### src/eew_consts.vh
// Purpose: Constants for the data EEPROM write controller
// Assumes: 25 MHz core clock, AXI4-Lite register access
// Notes: Offsets are byte addresses of 32-bit words
`ifndef EEW_CONSTS_VH
`define EEW_CONSTS_VH

// Register byte offsets
`define EEW_OFF_ADDR 8'h00
`define EEW_OFF_DATA 8'h04
`define EEW_OFF_CTRL 8'h08
`define EEW_OFF_KEY 8'h0c
`define EEW_OFF_FLAG 8'h10
`define EEW_OFF_IEN 8'h14
`define EEW_OFF_IPRI 8'h18
`define EEW_OFF_ICTL 8'h1c

// Control register bit positions
`define EEW_B_MEMSEL 7
`define EEW_B_CFGSEL 6
`define EEW_B_ROWERASE 4
`define EEW_B_ABORT 3
`define EEW_B_PERMIT 2
`define EEW_B_WR 1
`define EEW_B_RD 0

// Write-done bit in flag, enable and priority registers
`define EEW_B_DONE 4
// Implemented bits of flag, enable and priority registers
`define EEW_IRQ2_MASK 8'hd5

// Reset values
`define EEW_RST_ADDR 8'h00
`define EEW_RST_DATA 8'h00
`define EEW_RST_FLAG 8'h00
`define EEW_RST_IEN 8'h00
`define EEW_RST_IPRI 8'hd5
`define EEW_RST_ICTL 8'h00

// Unlock keys
`define EEW_KEY_FIRST 8'h55
`define EEW_KEY_SECOND 8'haa

// AXI responses
`define EEW_RESP_OKAY 2'b00
`define EEW_RESP_SLVERR 2'b10

// Timing
`define EEW_CLK_KHZ 25000
`define EEW_PWRT_MS 72
`define EEW_PWRT_CYC (`EEW_PWRT_MS * `EEW_CLK_KHZ)
`define EEW_WR_US 4000
`define EEW_WR_CYC ((`EEW_WR_US * `EEW_CLK_KHZ) / 1000)
`define EEW_CNT_W 21

`endif

### src/eew_array.v
// Purpose: 256-byte data array held in flip-flops
// Assumes: One write port, two combinational read ports
// Notes: No reset, contents survive every reset like a nonvolatile cell
`timescale 1ns/1ps
module eew_array (
   clk,
   we,
   wAddr,
   wData,
   rAddrA,
   rAddrB,
   rDataA,
   rDataB
);
   input wire clk;
   input wire we;
   input wire [7:0] wAddr;
   input wire [7:0] wData;
   input wire [7:0] rAddrA;
   input wire [7:0] rAddrB;
   output wire [7:0] rDataA;
   output wire [7:0] rDataB;

   reg [7:0] mem_ff [0:255];

   always @(posedge clk) begin
      if (we) begin
         mem_ff[wAddr] <= wData;
      end
   end

   assign rDataA = mem_ff[rAddrA];
   assign rDataB = mem_ff[rAddrB];
endmodule // eew_array

### src/eew_ctrl.v
// Purpose: Data EEPROM access controller with keyed self-timed write
// Assumes: rstn is power-on reset, warmRst a synchronous other reset
// Notes: External programming port is logic on the same clock
//
// Implementation choices: the placing of the registers and the AXI4-Lite interface to the registers.
`timescale 1ns/1ps
`include "eew_consts.vh"

// Contract
// - Write starts only after 55h, AAh, then start
// - Start ignored while write permit is clear
// - Permit must be set by an earlier write
// - Hardware never clears write permit on completion
// - Control, address, data locked during write cycle
// - Completion clears start bit, sets done flag
// - Done flag sticky until software clears it
// - Write permit cleared at power-up
// - No array writes during 72 ms power-up timer
// - Code protect refuses external array reads, writes
// - Core reads and writes the array whatever the code protect setting
// - Space select set diverts access from array
// - Read start loads data next cycle, self-clears
// - Software can only set the start bit
// - Warm reset during write sets write abort flag
module eew_ctrl #(
   parameter [20:0] PWRT_CYCLES = `EEW_PWRT_CYC,
   parameter [20:0] WR_CYCLES = `EEW_WR_CYC
) (
   input wire clk,
   input wire rstn,
   input wire warmRst,
   input wire [1:0] codeProtect,
   input wire [7:0] s_axi_awaddr,
   input wire s_axi_awvalid,
   output wire s_axi_awready,
   input wire [31:0] s_axi_wdata,
   input wire [3:0] s_axi_wstrb,
   input wire s_axi_wvalid,
   output wire s_axi_wready,
   output wire [1:0] s_axi_bresp,
   output wire s_axi_bvalid,
   input wire s_axi_bready,
   input wire [7:0] s_axi_araddr,
   input wire s_axi_arvalid,
   output wire s_axi_arready,
   output wire [31:0] s_axi_rdata,
   output wire [1:0] s_axi_rresp,
   output wire s_axi_rvalid,
   input wire s_axi_rready,
   input wire extStb,
   input wire extWr,
   input wire [7:0] extAddr,
   input wire [7:0] extWdata,
   output wire [7:0] extRdata,
   output wire extAck,
   output wire extDenied
);
   localparam [1:0] KEY_IDLE = 2'd0;
   localparam [1:0] KEY_FIRST = 2'd1;
   localparam [1:0] KEY_ARMED = 2'd2;

   function isMapped;
      input [7:0] a;
      begin
         isMapped = (a[1:0] == 2'b00) && (a[7:5] == 3'b000);
      end
   endfunction

   // AXI bookkeeping
   reg awRdy_ff;
   reg wRdy_ff;
   reg [7:0] awAddr_ff;
   reg [7:0] wData_ff;
   reg wLane0_ff;
   reg bValid_ff;
   reg [1:0] bResp_ff;
   reg arRdy_ff;
   reg rValid_ff;
   reg [31:0] rData_ff;
   reg [1:0] rResp_ff;

   // Block state
   reg [7:0] addr_ff;
   reg [7:0] data_ff;
   reg memSel_ff;
   reg cfgSel_ff;
   reg rowErase_ff;
   reg abort_ff;
   reg permit_ff;
   reg wr_ff;
   reg rd_ff;
   reg [1:0] key_ff;
   reg [1:0] nxt_key;
   reg [20:0] wrCnt_ff;
   reg [20:0] pwrtCnt_ff;
   reg [7:0] flag_ff;
   reg [7:0] ien_ff;
   reg [7:0] ipri_ff;
   reg [7:0] ictl_ff;
   reg [7:0] extRdata_ff;
   reg extAck_ff;
   reg extDenied_ff;

   wire doWrite;
   wire regWr;
   wire [7:0] wd;
   wire pwrtRun;
   wire arrayTarget;
   wire wrStart;
   wire wrDone;
   wire extOk;
   wire extWe;
   wire [7:0] coreRd;
   wire [7:0] extRd;
   wire [7:0] ctrlView;

   assign doWrite = !awRdy_ff && !wRdy_ff && !bValid_ff;
   assign regWr = doWrite && wLane0_ff;
   assign wd = wData_ff;
   assign pwrtRun = (pwrtCnt_ff != 21'd0);
   assign arrayTarget = !memSel_ff && !cfgSel_ff;
   // Old permit value only, so one write setting both bits fails
   assign wrStart = regWr && (awAddr_ff == `EEW_OFF_CTRL) && wd[`EEW_B_WR]
      && permit_ff && (key_ff == KEY_ARMED) && !pwrtRun && !wr_ff;
   assign wrDone = wr_ff && (wrCnt_ff == 21'd0);
   assign extOk = (codeProtect == 2'b00)
      && !(extWr && (pwrtRun || wr_ff));
   assign extWe = extStb && extWr && extOk;
   assign ctrlView = {memSel_ff, cfgSel_ff, 1'b0, rowErase_ff,
      abort_ff, permit_ff, wr_ff, rd_ff};

   eew_array u_array (
      .clk(clk),
      .we((wrDone && arrayTarget && !warmRst) || extWe),
      .wAddr(wr_ff ? addr_ff : extAddr),
      .wData(wr_ff ? data_ff : extWdata),
      .rAddrA(addr_ff),
      .rAddrB(extAddr),
      .rDataA(coreRd),
      .rDataB(extRd)
   );

   // Unlock tracker
   always @* begin
      nxt_key = key_ff;
      if (regWr) begin
         if (awAddr_ff == `EEW_OFF_KEY) begin
            if (wd == `EEW_KEY_FIRST) begin
               nxt_key = KEY_FIRST;
            end else if (wd == `EEW_KEY_SECOND && key_ff == KEY_FIRST) begin
               nxt_key = KEY_ARMED;
            end else begin
               nxt_key = KEY_IDLE;
            end
         end else begin
            nxt_key = KEY_IDLE;
         end
      end
   end

   // AXI write channel
   always @(posedge clk or negedge rstn) begin
      if (!rstn) begin
         awRdy_ff <= 1'b1;
         wRdy_ff <= 1'b1;
         awAddr_ff <= 8'h00;
         wData_ff <= 8'h00;
         wLane0_ff <= 1'b0;
         bValid_ff <= 1'b0;
         bResp_ff <= 2'b00;
      end else begin
         if (s_axi_awvalid && awRdy_ff) begin
            awRdy_ff <= 1'b0;
            awAddr_ff <= s_axi_awaddr;
         end
         if (s_axi_wvalid && wRdy_ff) begin
            wRdy_ff <= 1'b0;
            wData_ff <= s_axi_wdata[7:0];
            wLane0_ff <= s_axi_wstrb[0];
         end
         if (doWrite) begin
            bValid_ff <= 1'b1;
            bResp_ff <= isMapped(awAddr_ff) ? `EEW_RESP_OKAY : `EEW_RESP_SLVERR;
         end
         if (bValid_ff && s_axi_bready) begin
            bValid_ff <= 1'b0;
            awRdy_ff <= 1'b1;
            wRdy_ff <= 1'b1;
         end
      end
   end

   // AXI read channel
   always @(posedge clk or negedge rstn) begin
      if (!rstn) begin
         arRdy_ff <= 1'b1;
         rValid_ff <= 1'b0;
         rData_ff <= 32'h00000000;
         rResp_ff <= 2'b00;
      end else begin
         if (s_axi_arvalid && arRdy_ff) begin
            arRdy_ff <= 1'b0;
            rValid_ff <= 1'b1;
            rResp_ff <= isMapped(s_axi_araddr) ? `EEW_RESP_OKAY : `EEW_RESP_SLVERR;
            case (s_axi_araddr)
               `EEW_OFF_ADDR: rData_ff <= {24'h000000, addr_ff};
               `EEW_OFF_DATA: rData_ff <= {24'h000000, data_ff};
               `EEW_OFF_CTRL: rData_ff <= {24'h000000, ctrlView};
               `EEW_OFF_FLAG: rData_ff <= {24'h000000, flag_ff};
               `EEW_OFF_IEN: rData_ff <= {24'h000000, ien_ff};
               `EEW_OFF_IPRI: rData_ff <= {24'h000000, ipri_ff};
               `EEW_OFF_ICTL: rData_ff <= {24'h000000, ictl_ff};
               // Key port is not a physical register and reads zero
               default: rData_ff <= 32'h00000000;
            endcase
         end
         if (rValid_ff && s_axi_rready) begin
            rValid_ff <= 1'b0;
            arRdy_ff <= 1'b1;
         end
      end
   end

   // Power-up timer, runs only after power-on reset
   always @(posedge clk or negedge rstn) begin
      if (!rstn) begin
         pwrtCnt_ff <= PWRT_CYCLES;
      end else if (pwrtRun) begin
         pwrtCnt_ff <= pwrtCnt_ff - 21'd1;
      end
   end

   // Core register state
   always @(posedge clk or negedge rstn) begin
      if (!rstn) begin
         addr_ff <= `EEW_RST_ADDR;
         data_ff <= `EEW_RST_DATA;
         memSel_ff <= 1'b0;
         cfgSel_ff <= 1'b0;
         rowErase_ff <= 1'b0;
         abort_ff <= 1'b0;
         permit_ff <= 1'b0;
         wr_ff <= 1'b0;
         rd_ff <= 1'b0;
         key_ff <= KEY_IDLE;
         wrCnt_ff <= 21'd0;
         flag_ff <= `EEW_RST_FLAG;
         ien_ff <= `EEW_RST_IEN;
         ipri_ff <= `EEW_RST_IPRI;
         ictl_ff <= `EEW_RST_ICTL;
      end else if (warmRst) begin
         // Space selects survive so the failed access can be traced
         abort_ff <= abort_ff | wr_ff;
         addr_ff <= `EEW_RST_ADDR;
         data_ff <= `EEW_RST_DATA;
         rowErase_ff <= 1'b0;
         permit_ff <= 1'b0;
         wr_ff <= 1'b0;
         rd_ff <= 1'b0;
         key_ff <= KEY_IDLE;
         wrCnt_ff <= 21'd0;
         flag_ff <= `EEW_RST_FLAG;
         ien_ff <= `EEW_RST_IEN;
         ipri_ff <= `EEW_RST_IPRI;
         ictl_ff <= `EEW_RST_ICTL;
      end else begin
         key_ff <= nxt_key;
         if (rd_ff) begin
            rd_ff <= 1'b0;
            if (arrayTarget) begin
               data_ff <= coreRd;
            end
         end
         if (wr_ff) begin
            wrCnt_ff <= wrCnt_ff - 21'd1;
         end
         if (wrDone) begin
            wr_ff <= 1'b0;
         end
         if (wrStart) begin
            wr_ff <= 1'b1;
            wrCnt_ff <= WR_CYCLES - 21'd1;
         end
         if (regWr && !wr_ff) begin
            case (awAddr_ff)
               `EEW_OFF_ADDR: addr_ff <= wd;
               `EEW_OFF_DATA: data_ff <= wd;
               `EEW_OFF_CTRL: begin
                  memSel_ff <= wd[`EEW_B_MEMSEL];
                  cfgSel_ff <= wd[`EEW_B_CFGSEL];
                  rowErase_ff <= wd[`EEW_B_ROWERASE];
                  abort_ff <= wd[`EEW_B_ABORT];
                  permit_ff <= wd[`EEW_B_PERMIT];
                  // Read start is set-only and refused for program space
                  if (wd[`EEW_B_RD] && !wd[`EEW_B_MEMSEL] && !memSel_ff) begin
                     rd_ff <= 1'b1;
                  end
               end
               default: begin
               end
            endcase
         end
         if (regWr) begin
            case (awAddr_ff)
               `EEW_OFF_FLAG: flag_ff <= wd & `EEW_IRQ2_MASK;
               `EEW_OFF_IEN: ien_ff <= wd & `EEW_IRQ2_MASK;
               `EEW_OFF_IPRI: ipri_ff <= wd & `EEW_IRQ2_MASK;
               `EEW_OFF_ICTL: ictl_ff <= wd;
               default: begin
               end
            endcase
         end
         // Completion after the software write so a same-cycle clear loses
         if (wrDone) begin
            flag_ff[`EEW_B_DONE] <= 1'b1;
         end
      end
   end

   // External programming port
   always @(posedge clk or negedge rstn) begin
      if (!rstn) begin
         extRdata_ff <= 8'h00;
         extAck_ff <= 1'b0;
         extDenied_ff <= 1'b0;
      end else begin
         extAck_ff <= extStb && extOk;
         extDenied_ff <= extStb && !extOk;
         if (extStb && extOk && !extWr) begin
            extRdata_ff <= extRd;
         end
      end
   end

   assign s_axi_awready = awRdy_ff;
   assign s_axi_wready = wRdy_ff;
   assign s_axi_bvalid = bValid_ff;
   assign s_axi_bresp = bResp_ff;
   assign s_axi_arready = arRdy_ff;
   assign s_axi_rvalid = rValid_ff;
   assign s_axi_rdata = rData_ff;
   assign s_axi_rresp = rResp_ff;
   assign extRdata = extRdata_ff;
   assign extAck = extAck_ff;
   assign extDenied = extDenied_ff;
endmodule // eew_ctrl

### config.mk
export PLATFORM = sky130hd
export DESIGN_NAME = eew_ctrl
export DESIGN_NICKNAME = d
export VERILOG_FILES = /design/src/eew_array.v /design/src/eew_ctrl.v
export VERILOG_INCLUDE_DIRS = /design/src /design/src/src
export SDC_FILE = /design/constraint.sdc
export NUM_CORES = 2
export LEC_CHECK = 0
export BUFFER_PORTS_ARGS = -buffer_cell sky130_fd_sc_hd__buf_4
export CORE_MARGIN = 2
export CORE_UTILIZATION = 60
export CTS_CLUSTER_DIAMETER = 50
export DETAILED_ROUTE_END_ITERATION = 6
export GPL_ROUTABILITY_DRIVEN = 0
export PLACE_DENSITY = 0.76
export SYNTH_ARGS = -nofsm -noshare
export SYNTH_HDL_FRONTEND = slang
export SYNTH_SLANG_ARGS = --single-unit
### constraint.sdc
create_clock -name clk -period 7.3 [get_ports clk]
set_input_delay 1.095 -clock clk [delete_from_list [all_inputs] [get_ports clk]]
set_output_delay 1.095 -clock clk [all_outputs]
set_load 0.05 [all_outputs]
==> reports/summary.txt <==
WL per Instance -> 38.8 um
yosys warns -> 0
Layout area overhead -> 9.51%
worst path cell trace -> buf_4, buf_4, mux4_2, a221oi_1, o21ai_0, nor3_1, o31ai_1
Setup TNS Final -> 0 ns
via count -> 60515
RR Startpoint -> addr_ff[0]$_DFFE_PN0P_
met1 Use GR -> 0.475
Slew HR -> -0.0538
Final Hold Fails -> 0
vias in the first global route -> 58820
setup slack, reg-to-reg -> 2.27 ns
Worst Path Required -> 7.97 ns
hpwl dp -> 195000 um
most used cell, CP -> buf_4
maximum clock path buffer count -> 3
multi-input gate area in the final layout -> 35000 um^2
Critical Path Start Type -> register
critical path's slowest cell -> dfrtp_4
root buffer cell -> clkbuf_16
width of the die -> 416 um
register area share after synthesis -> 0.636
CTS tree -> yes
fraction of layout cells with a size suffix above 1 -> 0.294
prevailing post-synth register cell -> edfxtp_1
initial antenna violation count -> 4
number of distinct library cells after synthesis -> 78
status -> finished, violations left
R2R cell count -> 7
CP arrival -> 5.70 ns
failing checks -> design-rule violations, max-capacitance violations, max-slew violations
clk_skew -> 0.0459 ns
busiest grt layer -> met2
worst-path fanout max -> 37
DR iter-0 viols -> 10917
Die Height -> 416 um
synth top area cells -> edfxtp_1, mux4_2, mux2i_1
f_max -> 0.199 GHz
clk sinks -> 2180
Async SR Flop Fraction -> 0.0606
worst vdd ir -> 245 uV
GR Util met2 -> 0.524
Post-DP Area -> 104000 um^2
critical path class -> reg -> reg
Post CTS Setup Buffer Count -> 0
cell count after synthesis -> 5484
Starting Density -> 0.603
hold buffers post-CTS -> 0
Post-synth EDFFs -> 2048
total die area -> 173000 um^2
Post-CTS Resized -> 0
fin area -> 112000 um^2
largest area contributor in the netlist -> edfxtp_1
First-pass DRT Iterations -> 7
DR DRC count -> 4
Reg clk slew, reported paths -> 0.06 ns
#FFs+latches synth -> 2180
Mean Syn Cell Area -> 18.6 um^2
power per cell area -> 240 nW/um^2
Congestion Overflow GR -> 0
worst hold path class -> in -> async
post-layout min period -> 5.03 ns
FF/Latch Area -> 64800 um^2
Top delay family on crit path -> flip-flops
Hold WS -> 0.249 ns
final WL -> 306000 um
core region area -> 169000 um^2
slew of the pin with the lowest slew margin -> 1.57 ns
fillers -> 10878
Buffers & Inverters on Critical Path -> 2
port bufs -> 77
RSZ-0062 raised after global routing -> false
Num CTS Buffers -> 218
M3 GR Usage -> 0.113
H-tree depth -> 4
pin count of the biggest net entering global routing -> 170
DRT antenna net count -> 0
row count -> 151
CP max stage delay -> 1.18 ns
Worst path depth -> 7
first-pass GRT wire length -> 431000 um
Final Setup Violations -> 0
Final Net Count -> 5560
MaxCap Viol Count -> 2
Leakage -> 34.2 nW
crit end category -> register
Via density -> 7.68
I/O Pins -> 131
post-synth top area share -> 0.603
Slew Limit Fails -> 2
GRT Resource Usage Total -> 0.354
clk_lat worst skew -> 0.88 ns
Mapped Area -> 102000 um^2
Total Power -> 26.8 mW
FF-to-FF End -> data_ff[4]$_DFF_PN0_
crit share post-route -> 0.689
area by class of cell:
type | count | area share
tap | 2218 | 0.0249
clock buffer | 270 | 0.0516
clock inverter | 129 | 0.0124
timing repair buffer | 207 | 0.0165
sequential | 2180 | 0.581
multi-input combinational | 2853 | 0.313
antenna | 4 | 0.0000897
inverter | 16 | 0.000538
synthesized netlist by cell type, drive strengths merged (93+ instances only):
master,count
a221oi,99
edfxtp,2048
o21ai,108
mux2i,294
nor2,347
clkbuf,180
buf,280
nand2,150
a21oi,93
dfrtp,113
mux4,962
a22oi,123
mux2,99
cells in the final DEF (no fill, tap or decap), types with 15 or more instances in the layout:
cell       count
bufinv_16     25
xnor2_1       25
mux2i_1      294
o21ai_0      108
mux4_2       962
o22a_1        57
nand3_1       53
dfrtp_1      108
nor2_1       340
o22ai_1       26
edfxtp_1    2048
buf_4        182
a221oi_1      99
o211ai_1      19
mux2_2        90
a21oi_1       93
nor3_1        31
a22oi_1      123
clkbuf_1      47
o221ai_1      59
clkinv_2      29
a22o_1        43
nor4_1        18
buf_12        21
clkinv_1      42
conb_1        26
nand2_1      133
inv_1         15
clkbuf_16    223
nand4_1       15
dfstp_2       19
cells by family (layout without fill, tap and decap cells):
group | count (synthesis) | in the layout | share of synthesized area
other cells | 1 | 30 | 0.0000368
compound gates | 702 | 702 | 0.0504
fa+ha+maj | 4 | 4 | 0.000491
xor+xnor | 37 | 37 | 0.00318
buf+inv | 476 | 622 | 0.0239
simple gates | 729 | 729 | 0.0338
mux | 1355 | 1355 | 0.252
flops | 2180 | 2180 | 0.636
report_power, final:
| group | internal (mW) | switching, mW | total (mW) |
|---|---|---|---|
| sequential | 13.8 | 0.149 | 13.9 |
| combinational | 0.540 | 1.01 | 1.55 |
| clock | 6.48 | 4.86 | 11.3 |
| total | 20.8 | 6.02 | 26.8 |
through the flow:
stage	std cells	setup WS, ns	utilization
4_1_cts	7873	2.53	0.660
3_5_place_dp	7474	2.15	0.618
5_1_grt	7873	2.20	0.660
2_1_floorplan	5509	3.68	-
6_report	7877	2.27	0.660
3_3_place_gp	7474	2.22	0.618
how the worst max path moves through the flow:
stage,start,end,slack (ns)
floorplan,extAddr[1],u_array.mem_ff[114][0]$_DFFE_PP_,3.68
global placement,warmRst,u_array.mem_ff[91][5]$_DFFE_PP_,2.22
detailed placement,warmRst,u_array.mem_ff[91][2]$_DFFE_PP_,2.15
CTS,addr_ff[0]$_DFFE_PN0P_,data_ff[4]$_DFF_PN0_,2.53
global route,addr_ff[0]$_DFFE_PN0P_,data_ff[4]$_DFF_PN0_,2.20
finish,addr_ff[0]$_DFFE_PN0P_,data_ff[4]$_DFF_PN0_,2.27
metal layers:
| metal | up-vias | wire length [um] |
|---|---|---|
| met5 | - | 241 |
| met3 | 921 | 45200 |
| met2 | 5164 | 138000 |
| met4 | 6 | 19900 |
| li1 | 23262 | - |
| met1 | 31162 | 102000 |
state kept, by name, summed over array words and instances, names as in the netlist, 2 cells and up:
signal and flops:
u_array.mem_ff 2048, pwrtCnt_ff 21, wrCnt_ff 21, addr_ff 8
awAddr_ff 8, data_ff 8, extRdata 8, ictl_ff 8
s_axi_rdata 8, wData_ff 8, flag_ff 5, ien_ff 5
ipri_ff 5, key_ff 2
Power figures use the tool's default switching activity.
